[src/rtl/uart_irq_pkg.sv]
/*
 * Shared constants and types for the serial port interrupt and FIFO
 * control block: register indices, field positions, reset values,
 * identity codes and the carriers for the status inputs.
 * Assumes a 32-bit classic Wishbone bus with one register per word.
 */
package uart_irq_pkg;
	// Register indices; byte address is four times the index
	localparam logic [3:0] IDX_DATA = 4'h0;
	localparam logic [3:0] IDX_ENABLE = 4'h1;
	localparam logic [3:0] IDX_FIFO = 4'h2;
	localparam logic [3:0] IDX_LINE = 4'h5;
	localparam logic [3:0] IDX_MODEM = 4'h6;
	localparam logic [3:0] IDX_CTRL = 4'h8;
	localparam logic [3:0] IDX_STAT = 4'h9;

	// interrupt_enable_reg fields
	localparam int EN_RX = 0;
	localparam int EN_TX = 1;
	localparam int EN_LINE = 2;
	localparam int EN_MODEM = 3;
	localparam logic [3:0] EN_RESET = 4'h0;

	// fifo_control_reg fields
	localparam int FC_EN = 0;
	localparam int FC_RXCLR = 1;
	localparam int FC_TXCLR = 2;
	localparam int FC_DMA = 3;
	localparam int FC_TRIG_LO = 6;
	localparam logic [1:0] TRIG_RESET = 2'h0;

	// Control register fields
	localparam int CTRL_OUT2 = 3;
	localparam int CTRL_DIV = 7;

	// Receive trigger thresholds per code
	localparam logic [4:0] TRIG_LVL_0 = 5'h01;
	localparam logic [4:0] TRIG_LVL_1 = 5'h04;
	localparam logic [4:0] TRIG_LVL_2 = 5'h08;
	localparam logic [4:0] TRIG_LVL_3 = 5'h0e;

	// Identity codes for the low nibble
	localparam logic [3:0] ID_NONE = 4'h1;
	localparam logic [3:0] ID_LINE = 4'h6;
	localparam logic [3:0] ID_RXDATA = 4'h4;
	localparam logic [3:0] ID_TIMEOUT = 4'hc;
	localparam logic [3:0] ID_TXEMPTY = 4'h2;
	localparam logic [3:0] ID_MODEM = 4'h0;

	// Character times of silence before a receive timeout
	localparam logic [2:0] TIMEOUT_CHARS = 3'h4;

	typedef enum logic [2:0] {
		SRC_NONE,
		SRC_LINE,
		SRC_RXDATA,
		SRC_TIMEOUT,
		SRC_TXEMPTY,
		SRC_MODEM
	} irq_src_t;

	typedef struct packed {
		logic break_flag;
		logic framing_fault_flag;
		logic parity_fault_flag;
		logic overrun_flag;
	} line_err_t;

	typedef struct packed {
		logic carrier_change_flag;
		logic ring_trailing_edge_flag;
		logic dsr_change_flag;
		logic cts_change_flag;
	} modem_delta_t;

	function automatic logic [4:0] trig_level(input logic [1:0] code);
		case (code)
			2'h0: trig_level = TRIG_LVL_0;
			2'h1: trig_level = TRIG_LVL_1;
			2'h2: trig_level = TRIG_LVL_2;
			default: trig_level = TRIG_LVL_3;
		endcase
	endfunction : trig_level

	function automatic logic [3:0] src_code(input irq_src_t s);
		case (s)
			SRC_LINE: src_code = ID_LINE;
			SRC_RXDATA: src_code = ID_RXDATA;
			SRC_TIMEOUT: src_code = ID_TIMEOUT;
			SRC_TXEMPTY: src_code = ID_TXEMPTY;
			SRC_MODEM: src_code = ID_MODEM;
			default: src_code = ID_NONE;
		endcase
	endfunction : src_code
endpackage : uart_irq_pkg

[src/rtl/uart_irq_ctrl.sv]
/*
 * Interrupt enable, FIFO control and interrupt identity logic of a serial
 * port, reached over classic Wishbone, driving the host interrupt line
 * and the receive and transmit DMA request outputs.
 * Assumes the shifter and FIFOs live outside and report their state on
 * the status inputs, all synchronous to clk_i.
 */
// Chosen here: the Wishbone slave port.
`timescale 1ns/100ps

module uart_irq_ctrl #(
	parameter int FIFO_DEPTH = 16,
	parameter int CNT_W = 5
) (
	// Clock and reset
	input wire logic clk_i,
	input wire logic rst_i,
	// Wishbone slave
	input wire logic cyc_i,
	input wire logic stb_i,
	input wire logic we_i,
	input wire logic [5:0] adr_i,
	input wire logic [3:0] sel_i,
	input wire logic [31:0] dat_i,
	output logic [31:0] dat_o,
	output logic ack_o,
	// Status from the rest of the port
	input wire uart_irq_pkg::line_err_t line_err_i,
	input wire uart_irq_pkg::modem_delta_t modem_delta_i,
	input wire logic rx_ready_flag_i,
	input wire logic tx_buffer_empty_flag_i,
	input wire logic [CNT_W-1:0] rx_count_i,
	input wire logic [CNT_W-1:0] tx_count_i,
	input wire logic rx_activity_i,
	input wire logic char_tick_i,
	// Host interrupt pin, three-state
	output logic host_interrupt_line_o,
	output logic host_interrupt_line_oe_o,
	// DMA handshakes
	output logic rx_dma_request_o,
	output logic tx_dma_request_o,
	// Controls and access strobes to the rest of the port
	output logic fifo_mode_o,
	output logic [CNT_W-1:0] rx_trigger_o,
	output logic rx_fifo_clear_o,
	output logic tx_fifo_clear_o,
	output logic rx_buffer_read_o,
	output logic tx_buffer_write_o,
	output logic line_status_read_o,
	output logic modem_status_read_o
);
	logic [3:0] interrupt_enable_reg;
	logic fifo_en_reg;
	logic dma_sel_reg;
	logic [1:0] trig_reg;
	logic div_sel_reg;
	logic out2_reg;
	logic line_pend_reg;
	logic tx_pend_reg;
	logic tx_seen_reg;
	uart_irq_pkg::line_err_t line_prev_reg;
	logic [2:0] tmo_cnt_reg;
	uart_irq_pkg::irq_src_t snap_reg;
	uart_irq_pkg::irq_src_t live_src;
	logic req, rd, wr, wr_lo;
	logic [3:0] idx;
	logic frozen;
	logic [CNT_W-1:0] trig_cnt;
	logic rx_pend, tmo_pend, modem_pend, line_change, tx_rise;
	logic [7:0] identity_byte;
	logic [7:0] rdata;

	assign idx = adr_i[5:2];
	assign req = cyc_i && stb_i && !ack_o;
	assign rd = req && !we_i;
	assign wr = req && we_i;
	assign wr_lo = wr && sel_i[0];
	// Freeze covers the whole bus cycle, not only the answer edge
	assign frozen = cyc_i && stb_i && !we_i
		&& idx == uart_irq_pkg::IDX_FIFO;
	assign trig_cnt = CNT_W'(uart_irq_pkg::trig_level(trig_reg));

	// Enabled sources; disabling an enable masks the source at once
	assign line_change = line_err_i != line_prev_reg;
	assign modem_pend = interrupt_enable_reg[uart_irq_pkg::EN_MODEM]
		&& |modem_delta_i;
	assign rx_pend = interrupt_enable_reg[uart_irq_pkg::EN_RX]
		&& (fifo_en_reg ? rx_count_i >= trig_cnt
		: rx_ready_flag_i);
	assign tmo_pend = interrupt_enable_reg[uart_irq_pkg::EN_RX]
		&& fifo_en_reg
		&& tmo_cnt_reg == uart_irq_pkg::TIMEOUT_CHARS;
	assign tx_rise = tx_buffer_empty_flag_i
		&& interrupt_enable_reg[uart_irq_pkg::EN_TX] && !tx_seen_reg;

	always_comb begin
		if (line_pend_reg && interrupt_enable_reg[uart_irq_pkg::EN_LINE])
			live_src = uart_irq_pkg::SRC_LINE;
		else if (rx_pend)
			live_src = uart_irq_pkg::SRC_RXDATA;
		else if (tmo_pend)
			live_src = uart_irq_pkg::SRC_TIMEOUT;
		else if (tx_pend_reg && interrupt_enable_reg[uart_irq_pkg::EN_TX])
			live_src = uart_irq_pkg::SRC_TXEMPTY;
		else if (modem_pend)
			live_src = uart_irq_pkg::SRC_MODEM;
		else
			live_src = uart_irq_pkg::SRC_NONE;
	end

	always_comb begin
		identity_byte = {{2{fifo_en_reg}}, 2'h0,
			uart_irq_pkg::src_code(snap_reg)};
		if (!fifo_en_reg)
			identity_byte[3] = 1'b0;
	end

	always_comb begin
		rdata = 8'h00;
		case (idx)
			uart_irq_pkg::IDX_ENABLE: begin
				if (!div_sel_reg)
					rdata = {4'h0, interrupt_enable_reg};
			end
			uart_irq_pkg::IDX_FIFO: rdata = identity_byte;
			uart_irq_pkg::IDX_CTRL: begin
				rdata[uart_irq_pkg::CTRL_DIV] = div_sel_reg;
				rdata[uart_irq_pkg::CTRL_OUT2] = out2_reg;
			end
			uart_irq_pkg::IDX_STAT: rdata = {1'b0, rx_dma_request_o,
				tx_dma_request_o, host_interrupt_line_o,
				fifo_en_reg, dma_sel_reg, trig_reg};
			default: rdata = 8'h00;
		endcase
	end

	// Bus answer: one wait state, unmapped reads return zero
	always_ff @(posedge clk_i) begin
		if (rst_i) begin
			ack_o <= 1'b0;
			dat_o <= 32'h0000_0000;
		end else begin
			ack_o <= req;
			if (rd)
				dat_o <= {24'h00_0000, rdata};
		end
	end

	// Strobes to the data path and status registers outside
	always_ff @(posedge clk_i) begin
		if (rst_i) begin
			rx_buffer_read_o <= 1'b0;
			tx_buffer_write_o <= 1'b0;
			line_status_read_o <= 1'b0;
			modem_status_read_o <= 1'b0;
		end else begin
			rx_buffer_read_o <= rd && !div_sel_reg
				&& idx == uart_irq_pkg::IDX_DATA;
			tx_buffer_write_o <= wr_lo && !div_sel_reg
				&& idx == uart_irq_pkg::IDX_DATA;
			line_status_read_o <= rd && idx == uart_irq_pkg::IDX_LINE;
			modem_status_read_o <= rd && idx == uart_irq_pkg::IDX_MODEM;
		end
	end

	// Enable and own control registers
	always_ff @(posedge clk_i) begin
		if (rst_i) begin
			interrupt_enable_reg <= uart_irq_pkg::EN_RESET;
			div_sel_reg <= 1'b0;
			out2_reg <= 1'b0;
		end else if (wr_lo) begin
			if (idx == uart_irq_pkg::IDX_ENABLE && !div_sel_reg)
				interrupt_enable_reg <= dat_i[3:0];
			if (idx == uart_irq_pkg::IDX_CTRL) begin
				div_sel_reg <= dat_i[uart_irq_pkg::CTRL_DIV];
				out2_reg <= dat_i[uart_irq_pkg::CTRL_OUT2];
			end
		end
	end

	// FIFO control: other bits only act when enable is written as one
	always_ff @(posedge clk_i) begin
		if (rst_i) begin
			fifo_en_reg <= 1'b0;
			dma_sel_reg <= 1'b0;
			trig_reg <= uart_irq_pkg::TRIG_RESET;
			rx_fifo_clear_o <= 1'b0;
			tx_fifo_clear_o <= 1'b0;
		end else begin
			rx_fifo_clear_o <= 1'b0;
			tx_fifo_clear_o <= 1'b0;
			if (wr_lo && idx == uart_irq_pkg::IDX_FIFO) begin
				fifo_en_reg <= dat_i[uart_irq_pkg::FC_EN];
				if (!dat_i[uart_irq_pkg::FC_EN]) begin
					rx_fifo_clear_o <= 1'b1;
					tx_fifo_clear_o <= 1'b1;
				end else begin
					dma_sel_reg <= dat_i[uart_irq_pkg::FC_DMA];
					trig_reg <= dat_i[uart_irq_pkg::FC_TRIG_LO +: 2];
					rx_fifo_clear_o <= dat_i[uart_irq_pkg::FC_RXCLR];
					tx_fifo_clear_o <= dat_i[uart_irq_pkg::FC_TXCLR];
				end
			end
		end
	end

	// Line error change latch; a new change beats a clearing read
	always_ff @(posedge clk_i) begin
		if (rst_i) begin
			line_prev_reg <= '0;
			line_pend_reg <= 1'b0;
		end else begin
			line_prev_reg <= line_err_i;
			if (line_change && interrupt_enable_reg[uart_irq_pkg::EN_LINE])
				line_pend_reg <= 1'b1;
			else if (rd && idx == uart_irq_pkg::IDX_LINE)
				line_pend_reg <= 1'b0;
		end
	end

	// Transmit empty latch, armed by the empty edge while enabled
	always_ff @(posedge clk_i) begin
		if (rst_i) begin
			tx_seen_reg <= 1'b0;
			tx_pend_reg <= 1'b0;
		end else begin
			tx_seen_reg <= tx_buffer_empty_flag_i
				&& interrupt_enable_reg[uart_irq_pkg::EN_TX];
			if (tx_rise)
				tx_pend_reg <= 1'b1;
			else if ((wr_lo && !div_sel_reg
				&& idx == uart_irq_pkg::IDX_DATA)
				|| (rd && idx == uart_irq_pkg::IDX_FIFO
				&& snap_reg == uart_irq_pkg::SRC_TXEMPTY))
				tx_pend_reg <= 1'b0;
		end
	end

	// Character timeout counter; any push or pop restarts it
	always_ff @(posedge clk_i) begin
		if (rst_i)
			tmo_cnt_reg <= 3'h0;
		else if (!fifo_en_reg || rx_count_i == '0 || rx_activity_i
			|| rx_buffer_read_o)
			tmo_cnt_reg <= 3'h0;
		else if (char_tick_i && tmo_cnt_reg != uart_irq_pkg::TIMEOUT_CHARS)
			tmo_cnt_reg <= tmo_cnt_reg + 3'h1;
	end

	// Identity snapshot and interrupt pin
	always_ff @(posedge clk_i) begin
		if (rst_i) begin
			snap_reg <= uart_irq_pkg::SRC_NONE;
			host_interrupt_line_o <= 1'b0;
			host_interrupt_line_oe_o <= 1'b0;
		end else begin
			if (!frozen)
				snap_reg <= live_src;
			host_interrupt_line_o <= live_src != uart_irq_pkg::SRC_NONE
				&& out2_reg;
			host_interrupt_line_oe_o <= out2_reg;
		end
	end

	// DMA request outputs and mirrored controls
	always_ff @(posedge clk_i) begin
		if (rst_i) begin
			rx_dma_request_o <= 1'b0;
			tx_dma_request_o <= 1'b0;
			fifo_mode_o <= 1'b0;
			rx_trigger_o <= '0;
		end else begin
			fifo_mode_o <= fifo_en_reg;
			rx_trigger_o <= trig_cnt;
			if (!fifo_en_reg) begin
				rx_dma_request_o <= rx_ready_flag_i;
				tx_dma_request_o <= tx_buffer_empty_flag_i;
			end else if (dma_sel_reg) begin
				if (rx_count_i == '0)
					rx_dma_request_o <= 1'b0;
				else if (rx_count_i >= trig_cnt
					|| tmo_cnt_reg == uart_irq_pkg::TIMEOUT_CHARS)
					rx_dma_request_o <= 1'b1;
				tx_dma_request_o <= tx_count_i
					< CNT_W'(FIFO_DEPTH);
			end else begin
				rx_dma_request_o <= rx_count_i != '0;
				tx_dma_request_o <= tx_count_i == '0;
			end
		end
	end
endmodule : uart_irq_ctrl

[config.mk]
export PLATFORM = sky130hd
export DESIGN_NAME = uart_irq_ctrl
export DESIGN_NICKNAME = d
export VERILOG_FILES = /design/src/rtl/uart_irq_pkg.sv /design/src/rtl/uart_irq_ctrl.sv
export SDC_FILE = /design/constraint.sdc
export NUM_CORES = 1
export LEC_CHECK = 0
export BUFFER_PORTS_ARGS = -buffer_cell sky130_fd_sc_hd__buf_2
export CORE_MARGIN = 4
export CORE_UTILIZATION = 41
export DETAILED_ROUTE_END_ITERATION = 12
export GPL_TIMING_DRIVEN = 0
export PLACE_DENSITY_LB_ADDON = 0.25
export SKIP_LAST_GASP = 1
export SLEW_MARGIN = 10
export SYNTH_ARGS = -nofsm -noshare
export SYNTH_HDL_FRONTEND = slang
export SYNTH_SLANG_ARGS = --single-unit
[constraint.sdc]
create_clock -name clk_i -period 1.73 [get_ports clk_i]
set_clock_uncertainty 0.1 [all_clocks]
set_input_delay 0.0865 -clock clk_i [delete_from_list [all_inputs] [get_ports clk_i]]
set_output_delay 0.0865 -clock clk_i [all_outputs]
set_load 0.005 [all_outputs]
==> summary.md, run 1 <==
| Metric | Value |
|---|---|
| Layout cells sized above 1 | `33.4%` |
| Num CTS Buffers | `5` |
| Number of nets with antenna violations after routing | `0` |
| Worst setup path category | `reg2reg` |
| TritonCTS clock tree | `yes` |
| Final critical-path setup slack | `-0.0255 ns` |
| Initial antenna violation count | `0` |
| Simple-gate share of the synthesized area | `23.3%` |
| Number of enable-type register cells in the synthesized netlist | `0` |
| Most area-consuming cells after synthesis | `sky130_fd_sc_hd__dfxtp_1 (40%), sky130_fd_sc_hd__buf_4 (8.0%), sky130_fd_sc_hd__mux2i_1 (4.3%), sky130_fd_sc_hd__nor2_1 (3.9%), sky130_fd_sc_hd__ha_1 (3.2%)` |
| Hpwl dp | `4.48 mm` |
| Post-synthesis instance total | `259` |
| Required time at the endpoint of the critical path | `1.79 ns` |
| Number of sinks on the clock net | `47` |
| Multiplexer fraction of the synthesized cell area | `4.28%` |
| Initial Utilization | `42.5%` |
| Die Span Y | `83.5 µm` |
| Worst Setup EP | `snap_reg[1]` |
| Min-Delay Path Class | `in2reg` |
| Clk root buf | `sky130_fd_sc_hd__clkbuf_8` |
| Total power density per cell area | `667 nW/µm²` |
| Compound-Gate Fraction of Synth Area | `14.4%` |
| Top-level port count | `118` |
| Least-Margin Pin Slew | `0.815 ns` |
| Launching point of the worst reg2reg path | `trig_reg[0]` |
| Cell Rows | `27` |
| Overall routing resource usage | `17.1%` |
| Area added between synthesis and finish | `37.7%` |
| Total placed instance area | `2820 µm²` |
| Fill count | `505` |
| Final critical path time including I/O delays and setup | `1.76 ns` |
| Total area of multi-input combinational cells | `1270 µm²` |
| Diode insertion count for antenna repair | `0` |
| R2R cell count | `6` |
| Sequential fraction of the synthesis area | `40.2%` |
| Placer congestion estimate | `0.886` |
| PortBufs | `59` |
| Area enclosed by the die boundary | `6980 µm²` |
| WL final | `6.13 mm` |
| CP Launch Type | `register` |
| Number of synthesized register bits | `47` |
| Per-cell routed wire length | `13.7 µm` |
| Count of final hold-check violations | `0` |
| Max Clock Freq | `570 MHz` |
| Via density | `4.96` |
| Leakage power summed over all cells | `1.45 nW` |
| H-tree level count | `2` |
| Hold-critical path depth | `4` |
| Final Max Tran Viols | `0` |
| Count of placed standard cells including taps | `414` |
| Sort of element at the end of the critical path | `register` |
| Most used flip-flop cell after synthesis | `sky130_fd_sc_hd__dfxtp_1` |
| Setup crit start | `trig_reg[0]` |
| Via count | `2210` |
| Starting DRC count in detailed routing | `135` |
| Placeable core region | `5510 µm²` |
| Synth async-reset ratio | `0%` |
| Share of synthesized cell area in full adder, half adder and majority cells | `3.21%` |
| Maximum vdd drop | `0.413 mV` |
| Post-route design area | `3220 µm²` |
| Clock transition time at the flip-flop clock pins of the worst setup and hold paths | `0.08 ns` |
| Worst path arrival time | `1.82 ns` |
| Post-layout net count | `449` |
| Result of the run | `complete, but fails checks` |
| Worst Path Max Fanout | `4` |
| Storage element area | `951 µm²` |
| Most flop-heavy register | `dat_o` |
| Post-route fraction of the period consumed by the critical path | `101%` |
| Cell accounting for the most synthesized area | `sky130_fd_sc_hd__dfxtp_1` |
| Count of cell types in the netlist | `50` |
| Setup-failing EPs final | `2` |
| Overflow left after global routing | `0` |
| Yosys top cell area share | `40.2%` |
| Maxcap violations | `0` |
| Syn Area/Cell | `9.03 µm²` |
| RSZ-0062 raised after global routing | `yes` |
| Destination of the worst register-to-register timing path | `snap_reg[1]` |
| Largest net degree at the start of global routing | `14` |
| Worst slew margin relative to its limit | `45.0%` |
| DR pass1 iterations | `4` |
| Overall power | `2.15 mW` |
| Die extent in x | `83.5 µm` |
| Maximum count of clock buffers along a single path | `2` |
| Violated checks | `negative setup slack` |
| Area of the mapped netlist | `2340 µm²` |
| Clock latency of the later-clocked register in the worst-skew pair | `0.30 ns` |
| Combinational family with the most area after synthesis | `simple AND/OR/NAND/NOR gates` |
| Largest register FFs | `8` |
| Vias in the first global route | `2070` |
| Wire length of the first global-routing pass | `9.83 mm` |
| Post-synthesis share of cell area spent on xor and xnor gates | `2.25%` |
| DRC violation count after routing | `0` |
| Number of warnings printed during yosys synthesis | `0` |
| Layout Cells excl Fill | `446` |
| Pre-CTS setup slack | `-0.258 ns` |
| Setup slack of the worst register-to-register path | `-0.03 ns` |
## worst min-delay path by stage
stage	start	to	slack [ns]
after floorplan	dat_i[0]	rx_fifo_clear_o	0.1
final	tx_count_i[4]	tx_dma_request_o	0.009
after detailed placement	adr_i[2]	modem_status_read_o	0.20
after CTS	tx_count_i[4]	tx_dma_request_o	0.008
after global routing	adr_i[3]	modem_status_read_o	0.02
after global placement	adr_i[2]	modem_status_read_o	0.20
## area by class of cell
type | instances | share of cell area [%]
multi-input cells | 189 | 39.6
flip-flops and latches | 47 | 29.5
repair buffers | 85 | 16.3
plain buffers | 35 | 7.23
well taps | 72 | 2.80
clock buffers | 6 | 2.25
inverters | 11 | 1.36
clock inverters | 1 | 0.933
## stage by stage
stage / hold WS, ns / utilization (%) / setup TNS, ns
detailed placement: 0.202 / 51.2 / -2.05
CTS: 0.00779 / 56.8 / -0.0989
finish: 0.00907 / 58.5 / -0.0373
global route: 0.0221 / 58.5 / -0.311
floorplan: 0.0982 / - / 0
global placement: 0.201 / 51.2 / -2.11
## where the power goes
group,internal (mW),switching [mW],leakage (nW)
logic,0.140,0.130,1.02
clock network,0.424,0.359,0.0513
registers,1.09,0.00609,0.383
total,1.65,0.495,1.45
## layer usage
metal  GRT usage, %  up-vias  wire (µm)
li1               -     1107          -
met5              0        -          0
met1           22.3      997       2770
met2           27.7       93       2760
met3           3.16       13        478
met4           7.46        0        116
## cell families (layout without fill, tap and decap cells)
group / count (synthesis) / after routing
DFF: 47 / 47
adders and majority gates: 6 / 6
other: 1 / 25
and+or+nand+nor: 95 / 95
AOI/OAI and AO/OA: 47 / 47
xor gates and xnor gates: 6 / 6
buffers and inverters: 47 / 138
muxes: 10 / 10
## Yosys cell counts, types with 2 or more instances
master	count
sky130_fd_sc_hd__mux2i_1	10
sky130_fd_sc_hd__nor4_1	4
sky130_fd_sc_hd__o32ai_1	2
sky130_fd_sc_hd__clkbuf_1	8
sky130_fd_sc_hd__a21o_1	2
sky130_fd_sc_hd__nor2b_1	9
sky130_fd_sc_hd__nand3b_1	3
sky130_fd_sc_hd__o31ai_1	2
sky130_fd_sc_hd__a2111oi_0	3
sky130_fd_sc_hd__inv_1	11
sky130_fd_sc_hd__a221o_1	3
sky130_fd_sc_hd__xor2_1	4
sky130_fd_sc_hd__nor4b_1	3
sky130_fd_sc_hd__a21oi_1	13
sky130_fd_sc_hd__nor3_1	8
sky130_fd_sc_hd__and4b_1	2
sky130_fd_sc_hd__o41ai_1	3
sky130_fd_sc_hd__a211oi_1	2
sky130_fd_sc_hd__nor3b_1	3
sky130_fd_sc_hd__or3_1	2
sky130_fd_sc_hd__nor2_1	24
sky130_fd_sc_hd__nand3_1	4
sky130_fd_sc_hd__xnor2_1	2
sky130_fd_sc_hd__buf_6	2
sky130_fd_sc_hd__or4_1	3
sky130_fd_sc_hd__nand2b_1	4
sky130_fd_sc_hd__or2b_1	2
sky130_fd_sc_hd__dfxtp_1	47
sky130_fd_sc_hd__o21ai_0	6
sky130_fd_sc_hd__buf_4	25
sky130_fd_sc_hd__nand2_1	15
sky130_fd_sc_hd__a22o_1	4
sky130_fd_sc_hd__a41o_1	2
sky130_fd_sc_hd__ha_1	6
## what timing repair did
| item | in CTS | in global routing |
|---|---|---|
| hold buffers | 14 | 0 |
| resized for setup | 8 | 14 |
| pin swaps | 4 | 11 |
| buffers inserted | 7 | 5 |
| cloned | 0 | 0 |
| endpoints found under the setup margin | 15 | 19 |
| endpoints found under the hold margin | 21 | 0 |
## layout by cell type, fill, tap and decap left out, drive strengths merged, types with 4 or more instances in the layout
| cell | netlist | final |
|---|---|---|
| mux2i | 10 | 10 |
| xor2 | 4 | 4 |
| clkbuf | 8 | 14 |
| nor2b | 9 | 9 |
| dfxtp | 47 | 47 |
| o21ai | 6 | 6 |
| inv | 11 | 11 |
| or4 | 4 | 4 |
| buf | 28 | 98 |
| nand3 | 4 | 4 |
| nor2 | 24 | 24 |
| nand2 | 15 | 15 |
| dlygate4sd3 | 0 | 14 |
| a2111oi | 4 | 4 |
| ha | 6 | 6 |
| a21oi | 13 | 13 |
| nor4 | 5 | 5 |
| nand2b | 4 | 4 |
| nor3 | 8 | 8 |
| conb | 1 | 25 |
| a22o | 4 | 4 |
## worst max-delay path, stage by stage, from the launching register on
cell                       delay [ns]
sky130_fd_sc_hd__dfxtp_4         0.39
sky130_fd_sc_hd__inv_4           0.04
sky130_fd_sc_hd__ha_4            0.21
sky130_fd_sc_hd__a21o_1          0.19
sky130_fd_sc_hd__a211oi_2        0.29
sky130_fd_sc_hd__a41o_1          0.31
sky130_fd_sc_hd__o32ai_2         0.09
Note: power is estimated with default switching activity, not from simulation.
==> inputs of run 2 (changes only) <==
Settings changed: CORE_UTILIZATION 41 to 35.
==> run 2 against run 1 <==
The flow now finishes without violations; cell count did not move; sequential cell count did not move; non-clock buffer count fell by 6; power fell by 2.9%; critical path depth fell by 2; critical path type unchanged; sequential power barely moved; global-route usage fell by 2.1 points; die area rose by 15%.
==> summary.md, run 2 (synthesis gave the netlist of run 1 again) <==
| Metric | Value |
|---|---|
| Placer congestion estimate | `0.871` |
| RSZ-0062 raised after global routing | `yes` |
| Storage element area | `950 µm²` |
| Least-Margin Pin Slew | `0.787 ns` |
| Number of sinks on the clock net | `47` |
| Via density | `4.74` |
| WL final | `5.96 mm` |
| Combinational group share of total power | `12.6%` |
| Wire length of the first global-routing pass | `10.0 mm` |
| Diode insertion count for antenna repair | `0` |
| DR pass1 iterations | `4` |
| Share of the core filled with cells | `49.6%` |
| Placeable core region | `6420 µm²` |
| Worst Path Max Fanout | `4` |
| Fill count | `623` |
| Hpwl dp | `4.67 mm` |
| Post-route design area | `3190 µm²` |
| TritonCTS clock tree | `yes` |
| Relative contribution of sequential cells to total power | `52.6%` |
| PortBufs | `59` |
| Largest register FFs | `8` |
| Most common cell after layout, fill and taps aside | `sky130_fd_sc_hd__buf_2` |
| Largest net degree at the start of global routing | `15` |
| Max Clock Freq | `589 MHz` |
| Maxcap violations | `0` |
| Via count | `2116` |
| Layout Cells excl Fill | `446` |
| Final critical path time including I/O delays and setup | `1.70 ns` |
| Area added between synthesis and finish | `36.3%` |
| Required time at the endpoint of the critical path | `1.80 ns` |
| Worst Hold Margin | `0.00999 ns` |
| Die Span Y | `89.7 µm` |
| DRC violation count after routing | `0` |
| Initial Utilization | `36.4%` |
| Most flop-heavy register | `dat_o` |
| CP Launch Type | `register` |
| Hold-critical path depth | `3` |
| Final critical-path setup slack | `0.0310 ns` |
| Cell internal power dissipation | `1.59 mW` |
| Maximum count of clock buffers along a single path | `2` |
| Initial antenna violation count | `0` |
| Worst slew margin relative to its limit | `47.4%` |
| Clk root buf | `sky130_fd_sc_hd__clkbuf_8` |
| Area enclosed by the die boundary | `8050 µm²` |
| Number of nets with antenna violations after routing | `0` |
| Count of final hold-check violations | `0` |
| Maximum vdd drop | `0.322 mV` |
| Total placed instance area | `2830 µm²` |
| Post-layout net count | `443` |
| Clock latency of the later-clocked register in the worst-skew pair | `0.30 ns` |
| Clock share of power | `34.8%` |
| Total net switching power | `0.496 mW` |
| Overall routing resource usage | `15.0%` |
| Die extent in x | `89.7 µm` |
| R2R cell count | `4` |
| Final Max Tran Viols | `0` |
| Vias in the first global route | `2070` |
| Starting DRC count in detailed routing | `150` |
| Result of the run | `finished, final reports clean` |
| Worst setup path category | `reg2reg` |
| Most used cells in the layout excluding fill and tap cells | `sky130_fd_sc_hd__buf_2 (59), sky130_fd_sc_hd__dfxtp_1 (44), sky130_fd_sc_hd__buf_4 (30)` |
| Layout cells sized above 1 | `32.2%` |
| Num CTS Buffers | `5` |
| Overflow left after global routing | `0` |
| Worst path arrival time | `1.77 ns` |
| Top-level port count | `118` |
| Total area of multi-input combinational cells | `1280 µm²` |
| Post-route fraction of the period consumed by the critical path | `98.2%` |
| Proportion of total power due to net switching | `23.8%` |
| Leakage power summed over all cells | `1.42 nW` |
| Setup-failing EPs final | `0` |
| Per-cell routed wire length | `13.4 µm` |
| Count of placed standard cells including taps | `419` |
| Cell Rows | `29` |
| Clock transition time at the flip-flop clock pins of the worst setup and hold paths | `0.09 ns` |
| Pre-CTS setup slack | `-0.278 ns` |
| Min-Delay Path Class | `in2reg` |
| Total power density per cell area | `654 nW/µm²` |
| H-tree level count | `2` |
| Sort of element at the end of the critical path | `register` |
==> run 2: critical path, stage by stage, from the launching register on <==
cell and delay [ns]:
sky130_fd_sc_hd__dfxtp_1 0.34, sky130_fd_sc_hd__or3_4 0.41, sky130_fd_sc_hd__or3_2 0.45, sky130_fd_sc_hd__o21ai_0 0.16
sky130_fd_sc_hd__o32ai_1 0.10
==> run 2: area by class of cell <==
type | count | share of cell area [%]
multi-input combinational | 189 | 40.1
tap | 77 | 3.02
timing repair buffer | 79 | 15.2
inverter | 11 | 1.37
buffer | 35 | 7.30
clock inverter | 1 | 0.236
sequential | 47 | 29.8
clock buffer | 7 | 3.02
==> run 2: worst paths after layout <==
kind | start | endpoint | slack (ns)
max reg2reg | div_sel_reg | tx_pend_reg | 0.03
min reg2reg | tx_seen_reg | tx_pend_reg | 0.34
min | rx_activity_i | tmo_cnt_reg[1] | 0.01
max | div_sel_reg | tx_pend_reg | 0.03
==> run 2: power by group through the flow <==
stage	Clock [mW]	Combinational [mW]	Sequential (mW)
CTS	0.751	0.253	1.10
global route	0.790	0.294	1.10
floorplan	0	0.135	1.12
detailed placement	0	0.220	1.12
global placement	0	0.218	1.12
finish	0.726	0.263	1.10
==> run 2: metrics by stage <==
step                      TNS [ns]  total power [mW]
after CTS                  -0.0680              2.10
after global placement       -2.11              1.34
after floorplan                  0              1.26
after detailed placement     -2.14              1.34
after global routing        -0.105              2.18
final                            0              2.09
==> run 2: routing by layer <==
| metal | global-route usage [%] | routed length (µm) |
|---|---|---|
| met5 | 0 | 0 |
| met4 | 3.70 | 61 |
| met3 | 4.92 | 509 |
| met2 | 24.8 | 2820 |
| met1 | 18.9 | 2570 |
==> run 2: timing repair <==
action | in CTS | in global routing
pin swaps | 4 | 7
endpoints found under the setup margin | 14 | 14
hold buffers | 15 | 0
gates resized for setup | 8 | 12
setup buffers | 5 | 0
hold endpoints to repair | 20 | 0
==> inputs of run 3 (changes only) <==
Settings changed: PLACE_DENSITY_LB_ADDON 0.25 to 0.08.
==> run 3 against run 2 <==
The flow now finishes with violations (negative hold slack); critical path depth up 2; sequential power about the same; register-to-register slack worse by 0.02 ns; highest routed layer unchanged; first-iteration DRC count down 36%; critical endpoint is now snap_reg[1]; maximum frequency down 1.2%; non-clock buffer count up 3.
==> summary.md, run 3 (synthesis gave the netlist of run 1 again) <==
| Metric | Value |
|---|---|
| Kind of cell adding the most delay to the critical path | `compound AO/OA/AOI/OAI gates` |
| Worst setup path category | `reg2reg` |
| Placeable core region | `6420 µm²` |
| Post-route design area | `3280 µm²` |
| Maximum vdd drop | `0.385 mV` |
| RSZ-0062 raised after global routing | `yes` |
| Worst path arrival time | `1.83 ns` |
| Total area of multi-input combinational cells | `1310 µm²` |
| Clock latency of the later-clocked register in the worst-skew pair | `0.31 ns` |
| Top-level port count | `118` |
| Post-route fraction of the period consumed by the critical path | `99.4%` |
| WL final | `6.50 mm` |
| Total power density per cell area | `715 nW/µm²` |
| Crit path cell chain | `nand2_2 -> ha_4 -> and4b_1 -> o21ai_2 -> a41o_1 -> o32ai_2` |
| Largest register FFs | `8` |
| Diode insertion count for antenna repair | `0` |
| Post-layout net count | `446` |
| Most common cell after layout, fill and taps aside | `sky130_fd_sc_hd__buf_2` |
| DR pass1 iterations | `4` |
| Count of final hold-check violations | `1` |
| Fill count | `628` |
| Worst Path Max Fanout | `4` |
| Via count | `2186` |
| Overall routing resource usage | `15.6%` |
| Final critical path time including I/O delays and setup | `1.72 ns` |
| Starting DRC count in detailed routing | `96` |
| Setup-failing EPs final | `0` |
| CP Launch Type | `register` |
| Storage element area | `950 µm²` |
| Largest net degree at the start of global routing | `16` |
| Maximum count of clock buffers along a single path | `2` |
| TritonCTS clock tree | `yes` |
| Clk root buf | `sky130_fd_sc_hd__clkbuf_8` |
| Number of nets with antenna violations after routing | `0` |
| Layout cells sized above 1 | `32.8%` |
| Area enclosed by the die boundary | `8050 µm²` |
| Per-cell routed wire length | `14.5 µm` |
| PortBufs | `59` |
| Pre-CTS setup slack | `-0.334 ns` |
| Least-Margin Pin Slew | `0.876 ns` |
| Worst Hold Margin | `-0.00210 ns` |
| Overall power | `2.34 mW` |
| Count of placed standard cells including taps | `419` |
| Slowest cell on crit path | `sky130_fd_sc_hd__dfxtp_4` |
| Initial Utilization | `36.4%` |
| Total placed instance area | `2830 µm²` |
| Sort of element at the end of the critical path | `register` |
| Min-Delay Path Class | `in2reg` |
| Vias in the first global route | `2043` |
| Overflow left after global routing | `0` |
| Die extent in x | `89.7 µm` |
| Number of sinks on the clock net | `47` |
| Maxcap violations | `0` |
| Via density | `4.87` |
| Final Max Tran Viols | `0` |
| H-tree level count | `2` |
| Die Span Y | `89.7 µm` |
| Leakage power summed over all cells | `1.45 nW` |
| Combined buffer and inverter count along the critical path | `0` |
| Placer congestion estimate | `0.811` |
| Max Clock Freq | `582 MHz` |
| Worst slew margin relative to its limit | `41.5%` |
| Violated checks | `negative hold slack` |
| Area added between synthesis and finish | `40.1%` |
| Most used cells in the layout excluding fill and tap cells | `sky130_fd_sc_hd__buf_2 (59), sky130_fd_sc_hd__dfxtp_1 (44), sky130_fd_sc_hd__buf_4 (32)` |
| Initial antenna violation count | `0` |
| DRC violation count after routing | `0` |
| Hpwl dp | `4.82 mm` |
| Share of the core filled with cells | `51.0%` |
| Clock transition time at the flip-flop clock pins of the worst setup and hold paths | `0.09 ns` |
| Num CTS Buffers | `5` |
| Final critical-path setup slack | `0.0104 ns` |
| Crit-path max cell delay | `0.39 ns` |
| Most flop-heavy register | `dat_o` |
| Wire length of the first global-routing pass | `10.2 mm` |
| Required time at the endpoint of the critical path | `1.84 ns` |
| Cell Rows | `29` |
| Result of the run | `complete, but fails checks` |
| Layout Cells excl Fill | `449` |
[run 3: changes by cell type in the layout (fill, tap and decap cells not counted), sizes merged]
cell,change
clkbuf,-2
bufinv,+2
buf,+2
dlygate4sd3,+1
[run 3: layout make-up]
type                            instances  share of cell area [%]
Buffer                                 35                    7.10
Clock inverter                          3                    2.06
Tap cell                               77                    2.94
Sequential cell                        47                    29.0
Clock buffer                            5                    2.10
Inverter                               11                    1.34
Timing Repair Buffer                   82                    15.5
Multi-Input combinational cell        189                    40.0
[run 3: path summary, 6_finish.rpt]
path                             startpoint                 to  slack [ns]  cells after the start
worst max-delay path            trig_reg[0]        snap_reg[1]        0.01                      6
worst min-delay path               adr_i[2]  tx_buffer_write_o      -0.002                      3
worst max register to register  trig_reg[0]        snap_reg[1]        0.01                      6
worst min register to register  tx_seen_reg        tx_pend_reg        0.34                      1
[run 3: timing repair]
action	in CTS	in global routing
hold buffers	16	0
gates resized for setup	11	13
hold endpoints to repair	22	0
setup endpoints to repair	15	19
cloned	0	0
pin swaps	5	7
buffers inserted	5	2
[run 3: tightest hold or removal path: cells and delay by family]
| family | cells | cell delay (ns) |
|---|---|---|
| buf+inv | 1 | 0.11 |
| simple gates | 2 | 0.17 |
[run 3: per-stage QoR]
stage,hold slack [ns],setup TNS (ns)
floorplan,0.0982,0
global placement,0.201,-3.02
detailed placement,0.206,-3.04
CTS,0.00674,-0.0805
global route,0.00532,-0.127
finish,-0.00210,0
[run 3: per-layer routing]
metal	vias to the layer above	track usage, %	part of all wire, %
met5	-	0	0
met4	0	4.98	1.4
met3	10	3.92	7.4
met2	86	26.0	47
met1	995	19.9	44
li1	1095	-	-
[run 3: power by group]
part           internal [mW]  switching [mW]
Clock                  0.576           0.392
Sequential              1.09         0.00594
Combinational          0.142           0.137
